==> src/rtl/rfc_map.svh <==
// Purpose: Register offsets, field positions, reset values and CRC constants.
// Assumes: Included by bare name; definitions only.
// Notes:   Presets are stored LSB-aligned in a 16-bit word.
`ifndef RFC_MAP_SVH
`define RFC_MAP_SVH
// ----------------------------------------
// Register offsets
// ----------------------------------------
`define RFC_OFS_TX_CRC 8'h2C
`define RFC_OFS_RX_CRC 8'h2D
`define RFC_OFS_TX_BITS 8'h2E
`define RFC_OFS_PULSE 8'h2F
`define RFC_OFS_STATUS 8'h3E
// ----------------------------------------
// Field positions
// ----------------------------------------
`define RFC_CRC_ON_BIT 0
`define RFC_CRC_INV_BIT 1
`define RFC_CRC_KIND_LSB 2
`define RFC_CRC_SEL_LSB 4
`define RFC_RX_FWD_BIT 7
`define RFC_LASTBITS_LSB 0
`define RFC_PAYLOAD_BIT 3
`define RFC_GRID_BIT 4
`define RFC_STAT_ERR_BIT 0
`define RFC_STAT_BUSY_BIT 1
// ----------------------------------------
// Reset values
// ----------------------------------------
`define RFC_RST_TX_CRC 7'h00
`define RFC_RST_RX_CRC 8'h00
`define RFC_RST_TX_BITS 5'h00
`define RFC_RST_PULSE 8'h00
// ----------------------------------------
// CRC shapes (reflected polynomials, LSB first)
// ----------------------------------------
`define RFC_POLY16 16'h8408
`define RFC_POLY8 8'hB8
`define RFC_POLY5 5'h14
`define RFC_W16 5'h10
`define RFC_W8 5'h08
`define RFC_W5 5'h05
`define RFC_P16_1 16'h6363
`define RFC_P16_2 16'hA671
`define RFC_P16_3 16'hFFFE
`define RFC_P16_7 16'hFFFF
`define RFC_P8_1 8'h12
`define RFC_P8_2 8'hBF
`define RFC_P8_3 8'hFD
`define RFC_P8_7 8'hFF
`define RFC_P5_1 5'h12
`define RFC_P5_7 5'h1F
// ----------------------------------------
// Timing
// ----------------------------------------
`define RFC_ETU_CLOCKS 16'h0080
`endif

==> src/rtl/rfc_pkg.sv <==
// Purpose: Types shared by the CRC and transmit bit configuration block.
// Assumes: Widths fixed here; module parameters stay within them.
// Notes:   One packed struct carries all state of the top module except the two reset release flops.
package rfc_pkg;
    typedef enum logic [2:0] {
        TX_IDLE = 3'b000,
        TX_WAIT = 3'b001,
        TX_SOF = 3'b010,
        TX_DATA = 3'b011,
        TX_CRC = 3'b100,
        TX_EOF = 3'b101
    } rfc_tx_state_type;

    typedef enum logic [1:0] {
        CRC_K5 = 2'b00,
        CRC_K8 = 2'b01,
        CRC_K16 = 2'b10,
        CRC_KRES = 2'b11
    } rfc_crc_kind_type;

    typedef struct packed {
        logic [15:0] crc16;
        logic [7:0] crc8;
        logic [4:0] crc5;
    } rfc_user_preset_type;

    typedef struct packed {
        logic [7:0] data;
        logic last;
    } rfc_tx_byte_type;

    typedef struct packed {
        logic start;
        logic valid;
        logic value;
        logic fin;
    } rfc_rx_bit_type;

    typedef struct packed {
        logic [7:0] rdata;
        logic [6:0] tx_crc;
        logic [7:0] rx_crc;
        logic [4:0] tx_bits;
        logic [7:0] pulse_w;
        logic crc_err;
        rfc_tx_state_type st;
        logic [15:0] etu_cnt;
        logic cur_bit;
        logic [7:0] sr;
        logic [3:0] bits_left;
        logic cur_last;
        logic [7:0] nb;
        logic nb_last;
        logic have_nb;
        logic got_last;
        logic ready;
        logic [15:0] tcrc;
        logic [15:0] tsr;
        logic [4:0] tleft;
        logic mod;
        logic busy;
        logic [15:0] rcrc;
        logic [15:0] hist;
        logic [4:0] hcnt;
        logic [7:0] acc;
        logic [3:0] acc_cnt;
        logic fifo_wr;
        logic [7:0] fifo_data;
    } rfc_state_type;
endpackage

==> src/rtl/rfc_frame_top.sv <==
// Purpose: CRC handling and transmit bit shaping for RF frames.
// Assumes: Clock is the carrier-derived system clock; inputs synchronous.
// Notes:   Register port with read data one cycle after the read strobe.
//
// What this block does
// - Tx preset code loads CRC start value
// - Rx preset code uses same value table
// - Code 6 takes stored user start value
// - Forward bit copies received CRC to FIFO
// - Rx kind field selects CRC5, CRC8, CRC16
// - Rx invert checks against complemented CRC
// - Check enable gates error flag setting
// - Grid bit aligns starts to ETU boundaries
// - Payload bit off sends one symbol
// - Final byte bit count, zero means eight
// - LSB first; truncation drops top bits
// - Pulse lasts programmed width plus one
// - Pulse cut at end of bit
// - Pulse start from separate placement input
// - Width applies only with Miller selected
// - Width also shapes start and stop symbols
// - Tx enable appends CRC after data
// - Tx invert complements appended CRC
// - Tx preset field selects outgoing start value
`include "rfc_map.svh"
`timescale 1ns/1ps
`default_nettype none

module rfc_frame_top #(
    parameter logic [15:0] ETU_CLOCKS = `RFC_ETU_CLOCKS
) (
    input wire logic I_CLK,
    input wire logic I_NRST,
    input wire logic [7:0] I_ADDR,
    input wire logic [7:0] I_WDATA,
    input wire logic I_WR,
    input wire logic I_RD,
    output logic [7:0] O_RDATA,
    input wire rfc_pkg::rfc_user_preset_type I_USER_PRESET,
    input wire logic I_MILLER_SEL,
    input wire logic [7:0] I_PULSE_START,
    input wire logic I_TX_START,
    input wire logic I_TX_VALID,
    input wire rfc_pkg::rfc_tx_byte_type I_TX_BYTE,
    output logic O_TX_READY,
    output logic O_TX_MOD,
    output logic O_TX_BUSY,
    input wire rfc_pkg::rfc_rx_bit_type I_RX,
    output logic O_FIFO_WR,
    output logic [7:0] O_FIFO_DATA,
    output logic O_CRC_ERR
);
    import rfc_pkg::*;

    // ----------------------------------------
    // Reset release
    // ----------------------------------------
    logic rst_meta_r;
    logic rst_sync_r;

    always_ff @(posedge I_CLK or negedge I_NRST) begin
        if (!I_NRST) begin
            rst_meta_r <= 1'b0;
            rst_sync_r <= 1'b0;
        end else begin
            rst_meta_r <= 1'b1;
            rst_sync_r <= rst_meta_r;
        end
    end

    // ----------------------------------------
    // CRC helpers
    // ----------------------------------------
    function automatic logic [4:0] crc_width(input rfc_crc_kind_type k);
        case (k)
            CRC_K16: crc_width = `RFC_W16;
            CRC_K8: crc_width = `RFC_W8;
            CRC_K5: crc_width = `RFC_W5;
            default: crc_width = 5'h00;
        endcase
    endfunction

    function automatic logic [15:0] crc_mask(input rfc_crc_kind_type k);
        case (k)
            CRC_K16: crc_mask = 16'hFFFF;
            CRC_K8: crc_mask = 16'h00FF;
            CRC_K5: crc_mask = 16'h001F;
            default: crc_mask = 16'h0000;
        endcase
    endfunction

    function automatic logic [15:0] crc_step(input rfc_crc_kind_type k, input logic [15:0] c,
                                             input logic b);
        logic fb;
        logic [15:0] n;
        fb = c[0] ^ b;
        n = {1'b0, c[15:1]};
        case (k)
            CRC_K16: n = fb ? (n ^ `RFC_POLY16) : n;
            CRC_K8: n = fb ? (n ^ {8'h00, `RFC_POLY8}) : n;
            CRC_K5: n = fb ? (n ^ {11'h000, `RFC_POLY5}) : n;
            default: n = c;
        endcase
        crc_step = n & crc_mask(k);
    endfunction

    // Undefined codes (4, 5, and 2, 3 for CRC5) start from zero
    function automatic logic [15:0] crc_preset(input rfc_crc_kind_type k, input logic [2:0] sel,
                                               input rfc_user_preset_type up);
        crc_preset = 16'h0000;
        case (k)
            CRC_K16: begin
                case (sel)
                    3'h1: crc_preset = `RFC_P16_1;
                    3'h2: crc_preset = `RFC_P16_2;
                    3'h3: crc_preset = `RFC_P16_3;
                    3'h6: crc_preset = up.crc16;
                    3'h7: crc_preset = `RFC_P16_7;
                    default: crc_preset = 16'h0000;
                endcase
            end
            CRC_K8: begin
                case (sel)
                    3'h1: crc_preset = {8'h00, `RFC_P8_1};
                    3'h2: crc_preset = {8'h00, `RFC_P8_2};
                    3'h3: crc_preset = {8'h00, `RFC_P8_3};
                    3'h6: crc_preset = {8'h00, up.crc8};
                    3'h7: crc_preset = {8'h00, `RFC_P8_7};
                    default: crc_preset = 16'h0000;
                endcase
            end
            CRC_K5: begin
                case (sel)
                    3'h1: crc_preset = {11'h000, `RFC_P5_1};
                    3'h6: crc_preset = {11'h000, up.crc5};
                    3'h7: crc_preset = {11'h000, `RFC_P5_7};
                    default: crc_preset = 16'h0000;
                endcase
            end
            default: crc_preset = 16'h0000;
        endcase
    endfunction

    // ----------------------------------------
    // State and field views
    // ----------------------------------------
    rfc_state_type s_r;
    rfc_state_type s_nxt;

    rfc_crc_kind_type tx_kind;
    rfc_crc_kind_type rx_kind;
    logic [2:0] tx_sel;
    logic [2:0] rx_sel;
    logic [4:0] tx_w;
    logic [4:0] rx_w;
    logic [2:0] last_cnt;
    logic [15:0] tx_final;
    logic [15:0] rx_got;
    logic [15:0] rx_calc;
    logic [3:0] pop_idx;
    logic rx_pop;
    logic [15:0] pulse_end;
    logic etu_wrap;

    assign tx_kind = rfc_crc_kind_type'(s_r.tx_crc[`RFC_CRC_KIND_LSB +: 2]);
    assign rx_kind = rfc_crc_kind_type'(s_r.rx_crc[`RFC_CRC_KIND_LSB +: 2]);
    assign tx_sel = s_r.tx_crc[`RFC_CRC_SEL_LSB +: 3];
    assign rx_sel = s_r.rx_crc[`RFC_CRC_SEL_LSB +: 3];
    assign tx_w = crc_width(tx_kind);
    assign rx_w = crc_width(rx_kind);
    assign last_cnt = s_r.tx_bits[`RFC_LASTBITS_LSB +: 3];
    assign tx_final = s_r.tcrc ^ (s_r.tx_crc[`RFC_CRC_INV_BIT] ? crc_mask(tx_kind) : 16'h0000);
    assign pop_idx = 4'(5'h10 - rx_w);
    assign rx_pop = s_r.hist[pop_idx];
    assign rx_got = s_r.hist >> (5'h10 - rx_w);
    assign rx_calc = s_r.rcrc ^ (s_r.rx_crc[`RFC_CRC_INV_BIT] ? crc_mask(rx_kind) : 16'h0000);
    assign pulse_end = {8'h00, I_PULSE_START} + {8'h00, s_r.pulse_w} + 16'h0001;
    assign etu_wrap = (s_r.etu_cnt == ETU_CLOCKS - 16'h0001);

    // ----------------------------------------
    // Next state
    // ----------------------------------------
    always_comb begin
        s_nxt = s_r;
        s_nxt.rdata = 8'h00;
        s_nxt.fifo_wr = 1'b0;

        // Register port
        if (I_WR) begin
            case (I_ADDR)
                `RFC_OFS_TX_CRC: s_nxt.tx_crc = I_WDATA[6:0];
                `RFC_OFS_RX_CRC: s_nxt.rx_crc = I_WDATA;
                `RFC_OFS_TX_BITS: s_nxt.tx_bits = I_WDATA[4:0];
                `RFC_OFS_PULSE: s_nxt.pulse_w = I_WDATA;
                `RFC_OFS_STATUS: begin
                    if (I_WDATA[`RFC_STAT_ERR_BIT]) begin
                        s_nxt.crc_err = 1'b0;
                    end
                end
                default: s_nxt.rdata = 8'h00;
            endcase
        end
        if (I_RD) begin
            case (I_ADDR)
                `RFC_OFS_TX_CRC: s_nxt.rdata = {1'b0, s_r.tx_crc};
                `RFC_OFS_RX_CRC: s_nxt.rdata = s_r.rx_crc;
                `RFC_OFS_TX_BITS: s_nxt.rdata = {3'h0, s_r.tx_bits};
                `RFC_OFS_PULSE: s_nxt.rdata = s_r.pulse_w;
                `RFC_OFS_STATUS: s_nxt.rdata = {6'h00, s_r.busy, s_r.crc_err};
                default: s_nxt.rdata = 8'h00;
            endcase
        end

        // Bit timing: free-running ETU counter
        s_nxt.etu_cnt = etu_wrap ? 16'h0000 : s_r.etu_cnt + 16'h0001;

        // Byte intake; only while the holding slot is empty
        if (I_TX_VALID && s_r.ready) begin
            s_nxt.nb = I_TX_BYTE.data;
            s_nxt.nb_last = I_TX_BYTE.last;
            s_nxt.have_nb = 1'b1;
            s_nxt.got_last = I_TX_BYTE.last;
        end

        case (s_r.st)
            TX_IDLE: begin
                s_nxt.cur_bit = 1'b0;
                if (I_TX_START) begin
                    s_nxt.tcrc = crc_preset(tx_kind, tx_sel, I_USER_PRESET);
                    s_nxt.cur_last = 1'b0;
                    s_nxt.bits_left = 4'h0;
                    s_nxt.have_nb = 1'b0;
                    s_nxt.got_last = 1'b0;
                    s_nxt.st = TX_WAIT;
                    // Free start: restart the bit grid
                    if (!s_r.tx_bits[`RFC_GRID_BIT]) begin
                        s_nxt.etu_cnt = ETU_CLOCKS - 16'h0001;
                    end
                end
            end
            TX_WAIT: begin
                if (etu_wrap) begin
                    s_nxt.cur_bit = 1'b1;
                    s_nxt.st = TX_SOF;
                end
            end
            TX_SOF, TX_DATA: begin
                if (etu_wrap) begin
                    if (s_r.st == TX_SOF && !s_r.tx_bits[`RFC_PAYLOAD_BIT]) begin
                        s_nxt.cur_bit = 1'b0;
                        s_nxt.st = TX_IDLE;
                    end else if (s_r.bits_left != 4'h0) begin
                        s_nxt.cur_bit = s_r.sr[0];
                        s_nxt.sr = {1'b0, s_r.sr[7:1]};
                        s_nxt.bits_left = s_r.bits_left - 4'h1;
                        s_nxt.tcrc = crc_step(tx_kind, s_r.tcrc, s_r.sr[0]);
                        s_nxt.st = TX_DATA;
                    end else if (!s_r.cur_last && s_r.have_nb) begin
                        s_nxt.cur_bit = s_r.nb[0];
                        s_nxt.sr = {1'b0, s_r.nb[7:1]};
                        // Short final byte drops its upper bits
                        s_nxt.bits_left = (s_r.nb_last && last_cnt != 3'h0) ?
                                          {1'b0, last_cnt - 3'h1} : 4'h7;
                        s_nxt.cur_last = s_r.nb_last;
                        s_nxt.have_nb = 1'b0;
                        s_nxt.tcrc = crc_step(tx_kind, s_r.tcrc, s_r.nb[0]);
                        s_nxt.st = TX_DATA;
                    end else if (s_r.tx_crc[`RFC_CRC_ON_BIT] && tx_w != 5'h00) begin
                        s_nxt.cur_bit = tx_final[0];
                        s_nxt.tsr = {1'b0, tx_final[15:1]};
                        s_nxt.tleft = tx_w - 5'h01;
                        s_nxt.st = TX_CRC;
                    end else begin
                        s_nxt.cur_bit = 1'b1;
                        s_nxt.st = TX_EOF;
                    end
                end
            end
            TX_CRC: begin
                if (etu_wrap) begin
                    if (s_r.tleft != 5'h00) begin
                        s_nxt.cur_bit = s_r.tsr[0];
                        s_nxt.tsr = {1'b0, s_r.tsr[15:1]};
                        s_nxt.tleft = s_r.tleft - 5'h01;
                    end else begin
                        s_nxt.cur_bit = 1'b1;
                        s_nxt.st = TX_EOF;
                    end
                end
            end
            TX_EOF: begin
                if (etu_wrap) begin
                    s_nxt.cur_bit = 1'b0;
                    s_nxt.st = TX_IDLE;
                end
            end
            default: begin
                s_nxt.st = TX_IDLE;
            end
        endcase

        s_nxt.busy = (s_nxt.st != TX_IDLE);
        s_nxt.ready = (s_nxt.st == TX_WAIT || s_nxt.st == TX_SOF || s_nxt.st == TX_DATA) &&
                      s_r.tx_bits[`RFC_PAYLOAD_BIT] && !s_nxt.have_nb && !s_nxt.got_last;

        // Modulation: pulse kept inside the current bit
        if (s_nxt.st == TX_IDLE || s_nxt.st == TX_WAIT) begin
            s_nxt.mod = 1'b0;
        end else if (I_MILLER_SEL) begin
            s_nxt.mod = s_nxt.cur_bit &&
                        s_nxt.etu_cnt >= {8'h00, I_PULSE_START} &&
                        s_nxt.etu_cnt < pulse_end;
        end else begin
            s_nxt.mod = s_nxt.cur_bit;
        end

        // Receive: newest CRC-width bits wait in hist,
        // so the checksum skips the CRC field
        if (I_RX.start) begin
            s_nxt.rcrc = crc_preset(rx_kind, rx_sel, I_USER_PRESET);
            s_nxt.hcnt = 5'h00;
            s_nxt.acc_cnt = 4'h0;
            s_nxt.hist = 16'h0000;
        end else if (I_RX.valid) begin
            s_nxt.hist = {I_RX.value, s_r.hist[15:1]};
            if (rx_w != 5'h00 && s_r.hcnt == rx_w) begin
                s_nxt.rcrc = crc_step(rx_kind, s_r.rcrc, rx_pop);
            end else if (rx_w != 5'h00) begin
                s_nxt.hcnt = s_r.hcnt + 5'h01;
            end
            // Forward all bits, else only those leaving hist
            if (s_r.rx_crc[`RFC_RX_FWD_BIT] || rx_w == 5'h00 || s_r.hcnt == rx_w) begin
                s_nxt.acc = {(s_r.rx_crc[`RFC_RX_FWD_BIT] || rx_w == 5'h00) ?
                             I_RX.value : rx_pop, s_r.acc[7:1]};
                s_nxt.acc_cnt = s_r.acc_cnt + 4'h1;
                if (s_r.acc_cnt == 4'h7) begin
                    s_nxt.fifo_wr = 1'b1;
                    s_nxt.fifo_data = s_nxt.acc;
                    s_nxt.acc_cnt = 4'h0;
                end
            end
        end else if (I_RX.fin) begin
            // Unaligned tail lands LSB-aligned in one more FIFO byte
            if (s_r.acc_cnt != 4'h0) begin
                s_nxt.fifo_wr = 1'b1;
                s_nxt.fifo_data = s_r.acc >> (4'h8 - s_r.acc_cnt);
                s_nxt.acc_cnt = 4'h0;
            end
            if (s_r.rx_crc[`RFC_CRC_ON_BIT] && rx_w != 5'h00 &&
                (s_r.hcnt != rx_w || rx_got != rx_calc)) begin
                s_nxt.crc_err = 1'b1;
            end
        end
    end

    // ----------------------------------------
    // State register
    // ----------------------------------------
    always_ff @(posedge I_CLK or negedge rst_sync_r) begin
        if (!rst_sync_r) begin
            s_r <= '0;
            s_r.tx_crc <= `RFC_RST_TX_CRC;
            s_r.rx_crc <= `RFC_RST_RX_CRC;
            s_r.tx_bits <= `RFC_RST_TX_BITS;
            s_r.pulse_w <= `RFC_RST_PULSE;
        end else begin
            s_r <= s_nxt;
        end
    end

    assign O_RDATA = s_r.rdata;
    assign O_TX_READY = s_r.ready;
    assign O_TX_MOD = s_r.mod;
    assign O_TX_BUSY = s_r.busy;
    assign O_FIFO_WR = s_r.fifo_wr;
    assign O_FIFO_DATA = s_r.fifo_data;
    assign O_CRC_ERR = s_r.crc_err;

endmodule

`default_nettype wire

==> config.mk <==
export PLATFORM = sky130hd
export DESIGN_NAME = rfc_frame_top
export DESIGN_NICKNAME = d
export VERILOG_FILES = /design/src/rtl/rfc_pkg.sv /design/src/rtl/rfc_frame_top.sv
export VERILOG_INCLUDE_DIRS = /design/src /design/src/rtl
export SDC_FILE = /design/constraint.sdc
export NUM_CORES = 1
export LEC_CHECK = 0
export ABC_AREA = 1
export ABC_CLOCK_PERIOD_IN_PS = 12900
export BUFFER_PORTS_ARGS = -buffer_cell sky130_fd_sc_hd__buf_4
export CORE_ASPECT_RATIO = 0.7
export CORE_MARGIN = 2
export CORE_UTILIZATION = 30
export CTS_CLUSTER_SIZE = 14
export DETAILED_ROUTE_END_ITERATION = 8
export PLACE_DENSITY_LB_ADDON = 0.1
export SLEW_MARGIN = 20
export SYNTH_ARGS = -nofsm -noshare
export SYNTH_HDL_FRONTEND = slang
export SYNTH_SLANG_ARGS = --single-unit
==> constraint.sdc <==
create_clock -name I_CLK -period 12.9 [get_ports I_CLK]
set_input_delay 1.29 -clock I_CLK [delete_from_list [all_inputs] [get_ports I_CLK]]
set_output_delay 1.29 -clock I_CLK [all_outputs]
set_load 0.005 [all_outputs]
==> results.rst <==
.. list-table::
   :header-rows: 1

   * - Metric
     - Value
   * - Dominant cell by count in the synthesized netlist
     - sky130_fd_sc_hd__nand2_1
   * - Final GP Congestion
     - 0.876
   * - Initial DRC count
     - 888
   * - Library cells used by synthesis
     - 59
   * - Type of origin of the critical path
     - input pin
   * - Total GRT Usage
     - 18.6%
   * - Number of filler instances in the final layout
     - 4152
   * - Number of instances in the placed design
     - between 2000 and 2500
   * - Post-synth net total
     - 1668
   * - Yosys warning count
     - 0
   * - Final WS setup
     - 9.70 ns
   * - Async S/R FF share, synth
     - 100%
   * - Share of final-layout standard cells stronger than drive strength 1
     - between 10% and 20%
   * - HPWL reported at the end of detailed placement
     - 28.9 mm
   * - Upper clock frequency limit
     - 313 MHz
   * - Num rows
     - 60
   * - Die Span Y
     - approximately 170 um
   * - Area taken by multi-input logic gates
     - approximately 0.006 mm2
   * - Post-detailed-route via-to-cell ratio
     - 4.94
   * - Maximum fanout encountered on the critical timing path
     - 4
   * - Number of nets in the final layout
     - 1728
   * - Wire length after detailed routing
     - 36.7 mm
   * - Main synth FF type
     - sky130_fd_sc_hd__dfrtp_1
   * - Number of buffers created by CTS
     - 17
   * - Width of the die
     - 239 um
   * - TritonCTS clock tree
     - built
   * - Effective utilization at floorplan
     - 30.3%
   * - Req. time, crit path
     - 13.27 ns
   * - Largest area contributor in the synthesized netlist
     - sky130_fd_sc_hd__dfrtp_1
   * - Count of vias placed by the detailed router
     - 10491
   * - Number of max-slew violations in the final report
     - 0
   * - Critical path type
     - input pin to register
   * - Die Area
     - 0.0403 mm2
   * - Final routed wire length divided by cell count
     - 17.3 um
   * - Synth-to-layout area growth
     - 14.3%
   * - Level count of the clock H-tree
     - 4
   * - Post-route DRC violation count
     - 0
   * - Cell types with the largest area share after synthesis
     - sky130_fd_sc_hd__dfrtp_1, sky130_fd_sc_hd__nand2_1, sky130_fd_sc_hd__inv_1, sky130_fd_sc_hd__o21ai_0, sky130_fd_sc_hd__nor2_1
   * - Cells after Synth
     - roughly 1600
   * - Max IR drop VDD
     - 0.103 mV
   * - Number of max-cap violations
     - 0
   * - Overall power
     - 1.85 mW
   * - Run status
     - finished clean
   * - Standby leakage power
     - 6.30 nW
   * - Ranking of synthesized cells by instance count
     - sky130_fd_sc_hd__nand2_1, sky130_fd_sc_hd__inv_1, sky130_fd_sc_hd__dfrtp_1
   * - Sequential cell area
     - approximately 0.0045 mm2
   * - Post-synthesis register bit count
     - 179
   * - Crit path time final
     - 3.20 ns
   * - Num ports
     - 94
   * - Sequential cell area fraction in the yosys report
     - 38.6%
   * - Initial DRT Pass Iterations
     - 8
   * - Vias in the first global route
     - 9903
   * - Antenna violations before repair
     - 0
   * - Global-route wire length before repair
     - around 58 mm
   * - Setup repair after global routing missed its margin
     - false
   * - Pin count of the biggest net entering global routing
     - 58
   * - Post-CTS clock slew at the launch and capture registers of the worst setup and hold paths
     - 0.08 ns
   * - Resized Gates After CTS
     - 0
   * - Setup TNS Final
     - 0 ns
   * - Power Density
     - around 140 mW/mm2
   * - Clock sink total
     - ~180
   * - Number of diodes added for antenna fixing
     - 0
   * - Insertion delay of the later-clocked pin in the worst-skew pair
     - 0.46 ns
   * - Setup Skew
     - between 0.015 and 0.02 ns
   * - Worst slew margin relative to its limit
     - 46.5%
   * - Number of buffers added on ports
     - just over 90
   * - Smallest hold slack
     - 0.273 ns
   * - Synthesized area per cell
     - between 7 and 8 um2
   * - Final Instance Count excl. Fillers
     - 2122
   * - Clk buf depth
     - 2
   * - Area share of the leading cell type in the synthesized netlist
     - 38.6%
   * - Number of hold-repair buffers added at the cts stage
     - 0
   * - Worst slack at placement
     - 9.20 ns
   * - Number of synthesized flops with an enable pin
     - 0
   * - Tightest Pin Transition
     - 0.795 ns
   * - Total core area
     - between 0.03 and 0.04 mm2
   * - Final clock period utilization by the worst path
     - 24.8%
   * - Antenna Violating Nets Remaining
     - 0
   * - Residual overflow from global routing
     - 0
   * - Hold violation total from the final report
     - 0
   * - Arrival time reported for the critical path endpoint
     - 3.57 ns
   * - Endpoints failing setup
     - 0
   * - Post-synthesis instance area
     - around 0.012 mm2
   * - Capturing element type of the critical path
     - register
   * - Clock Tree Root
     - sky130_fd_sc_hd__clkbuf_16
   * - Worst reg2reg path depth
     - 10
   * - Post-CTS setup buffer count
     - 0
   * - Path class of the lowest-slack min-delay path
     - register to async pin
[per-stage QoR]
step / utilization (%) / instance area, um2
after floorplan: - / 11600
after global routing: 34.6 / 13300
after detailed placement: 33.0 / 12600
after global placement: 33.0 / 12600
final: 34.6 / 13300
after CTS: 34.6 / 13300
[report_power, final]
part           leakage (nW)  total [mW]  internal (mW)  switching (mW)
registers              2.33       0.744          0.654          0.0900
logic                  3.66       0.524          0.198           0.327
clock network         0.306       0.581          0.328           0.253
[kinds of logic (layout without fill, tap and decap cells)]
| group | count (synthesis) | in the layout | share of synthesized area [%] |
|---|---|---|---|
| AOI/OAI and AO/OA | 390 | 390 | 19.9 |
| xor gates and xnor gates | 56 | 56 | 4.23 |
| adders and majority gates | 42 | 42 | 4.60 |
| buffers and inverters | 272 | 345 | 9.91 |
| DFF | 179 | 179 | 38.6 |
| muxes | 7 | 7 | 0.604 |
| other | 1 | 1 | 0.0323 |
| and+or+nand+nor | 606 | 606 | 22.1 |
[sequential cells by signal, summed over array words and instances, names as in the netlist]
name         cells
O_CRC_ERR        1
O_FIFO_DATA      8
O_FIFO_WR        1
O_RDATA          8
O_TX_BUSY        1
O_TX_MOD         1
O_TX_READY       1
last_cnt         3
rst_meta_r       1
rst_sync_r       1
rx_kind          2
rx_sel           3
s_r            148
[layer usage]
layer	vias to the layer above	share of wire [%]	track usage, %
li1	5274	-	-
met1	4926	56	30.3
met2	261	38	24.7
met3	30	4.8	3.25
met4	0	1.5	4.62
met5	-	0	0
[final cells by class]
class | instances | share of cell area [%]
Multi-Input combinational cell | 1102 | 45.0
Sequential cell | 179 | 33.8
Clock inverter | 14 | 1.50
Inverter | 214 | 6.11
Timing Repair Buffer | 99 | 5.61
Tap cell | 496 | 4.68
Clock buffer | 18 | 3.24
[worst max-delay path, cell delays in order]
cell and delay, ns:
sky130_fd_sc_hd__buf_4 0.11, sky130_fd_sc_hd__ha_1 0.34, sky130_fd_sc_hd__a21oi_1 0.13, sky130_fd_sc_hd__nand2_1 0.10
sky130_fd_sc_hd__a21oi_1 0.14, sky130_fd_sc_hd__o21bai_1 0.11, sky130_fd_sc_hd__nand2_1 0.07, sky130_fd_sc_hd__nand2_1 0.04
sky130_fd_sc_hd__a21oi_1 0.15, sky130_fd_sc_hd__xor2_1 0.20, sky130_fd_sc_hd__ha_1 0.27, sky130_fd_sc_hd__nand2_1 0.10
sky130_fd_sc_hd__nor2_1 0.05, sky130_fd_sc_hd__a211oi_1 0.16, sky130_fd_sc_hd__nand2_1 0.09, sky130_fd_sc_hd__nand2_1 0.06
sky130_fd_sc_hd__nand2_1 0.05, sky130_fd_sc_hd__a21oi_1 0.12
[cells in the final DEF, fill, tap and decap left out, drive strengths merged, types with 8 or more instances in the layout]
cell / netlist / layout
clkinv: 4 / 8
o22ai: 40 / 40
ha: 41 / 41
nand3: 64 / 64
o221ai: 14 / 14
inv: 210 / 215
clkbuf: 28 / 18
a21oi: 85 / 85
buf: 30 / 99
nor3: 19 / 19
xor2: 43 / 43
xnor2: 13 / 13
a31oi: 15 / 15
nor2: 147 / 147
o211ai: 20 / 20
o21ai: 169 / 169
nand4: 16 / 16
nand2: 354 / 354
a22oi: 12 / 12
dfrtp: 179 / 179
[path summary, 6_finish.rpt]
kind	from	endpoint	slack, ns
setup / recovery	I_PULSE_START[2]	O_TX_MOD	9.70
hold / removal	rst_sync_r	s_r[15]	0.27
setup reg to reg	rx_kind[1]	s_r[49]	9.81
hold reg to reg	rst_sync_r	s_r[15]	0.27
max in group asynchronous	rst_sync_r	s_r[145]	10.85
min in group I_CLK	rst_meta_r	rst_sync_r	0.35
No activity file was read; power rests on OpenSTA's default activity.
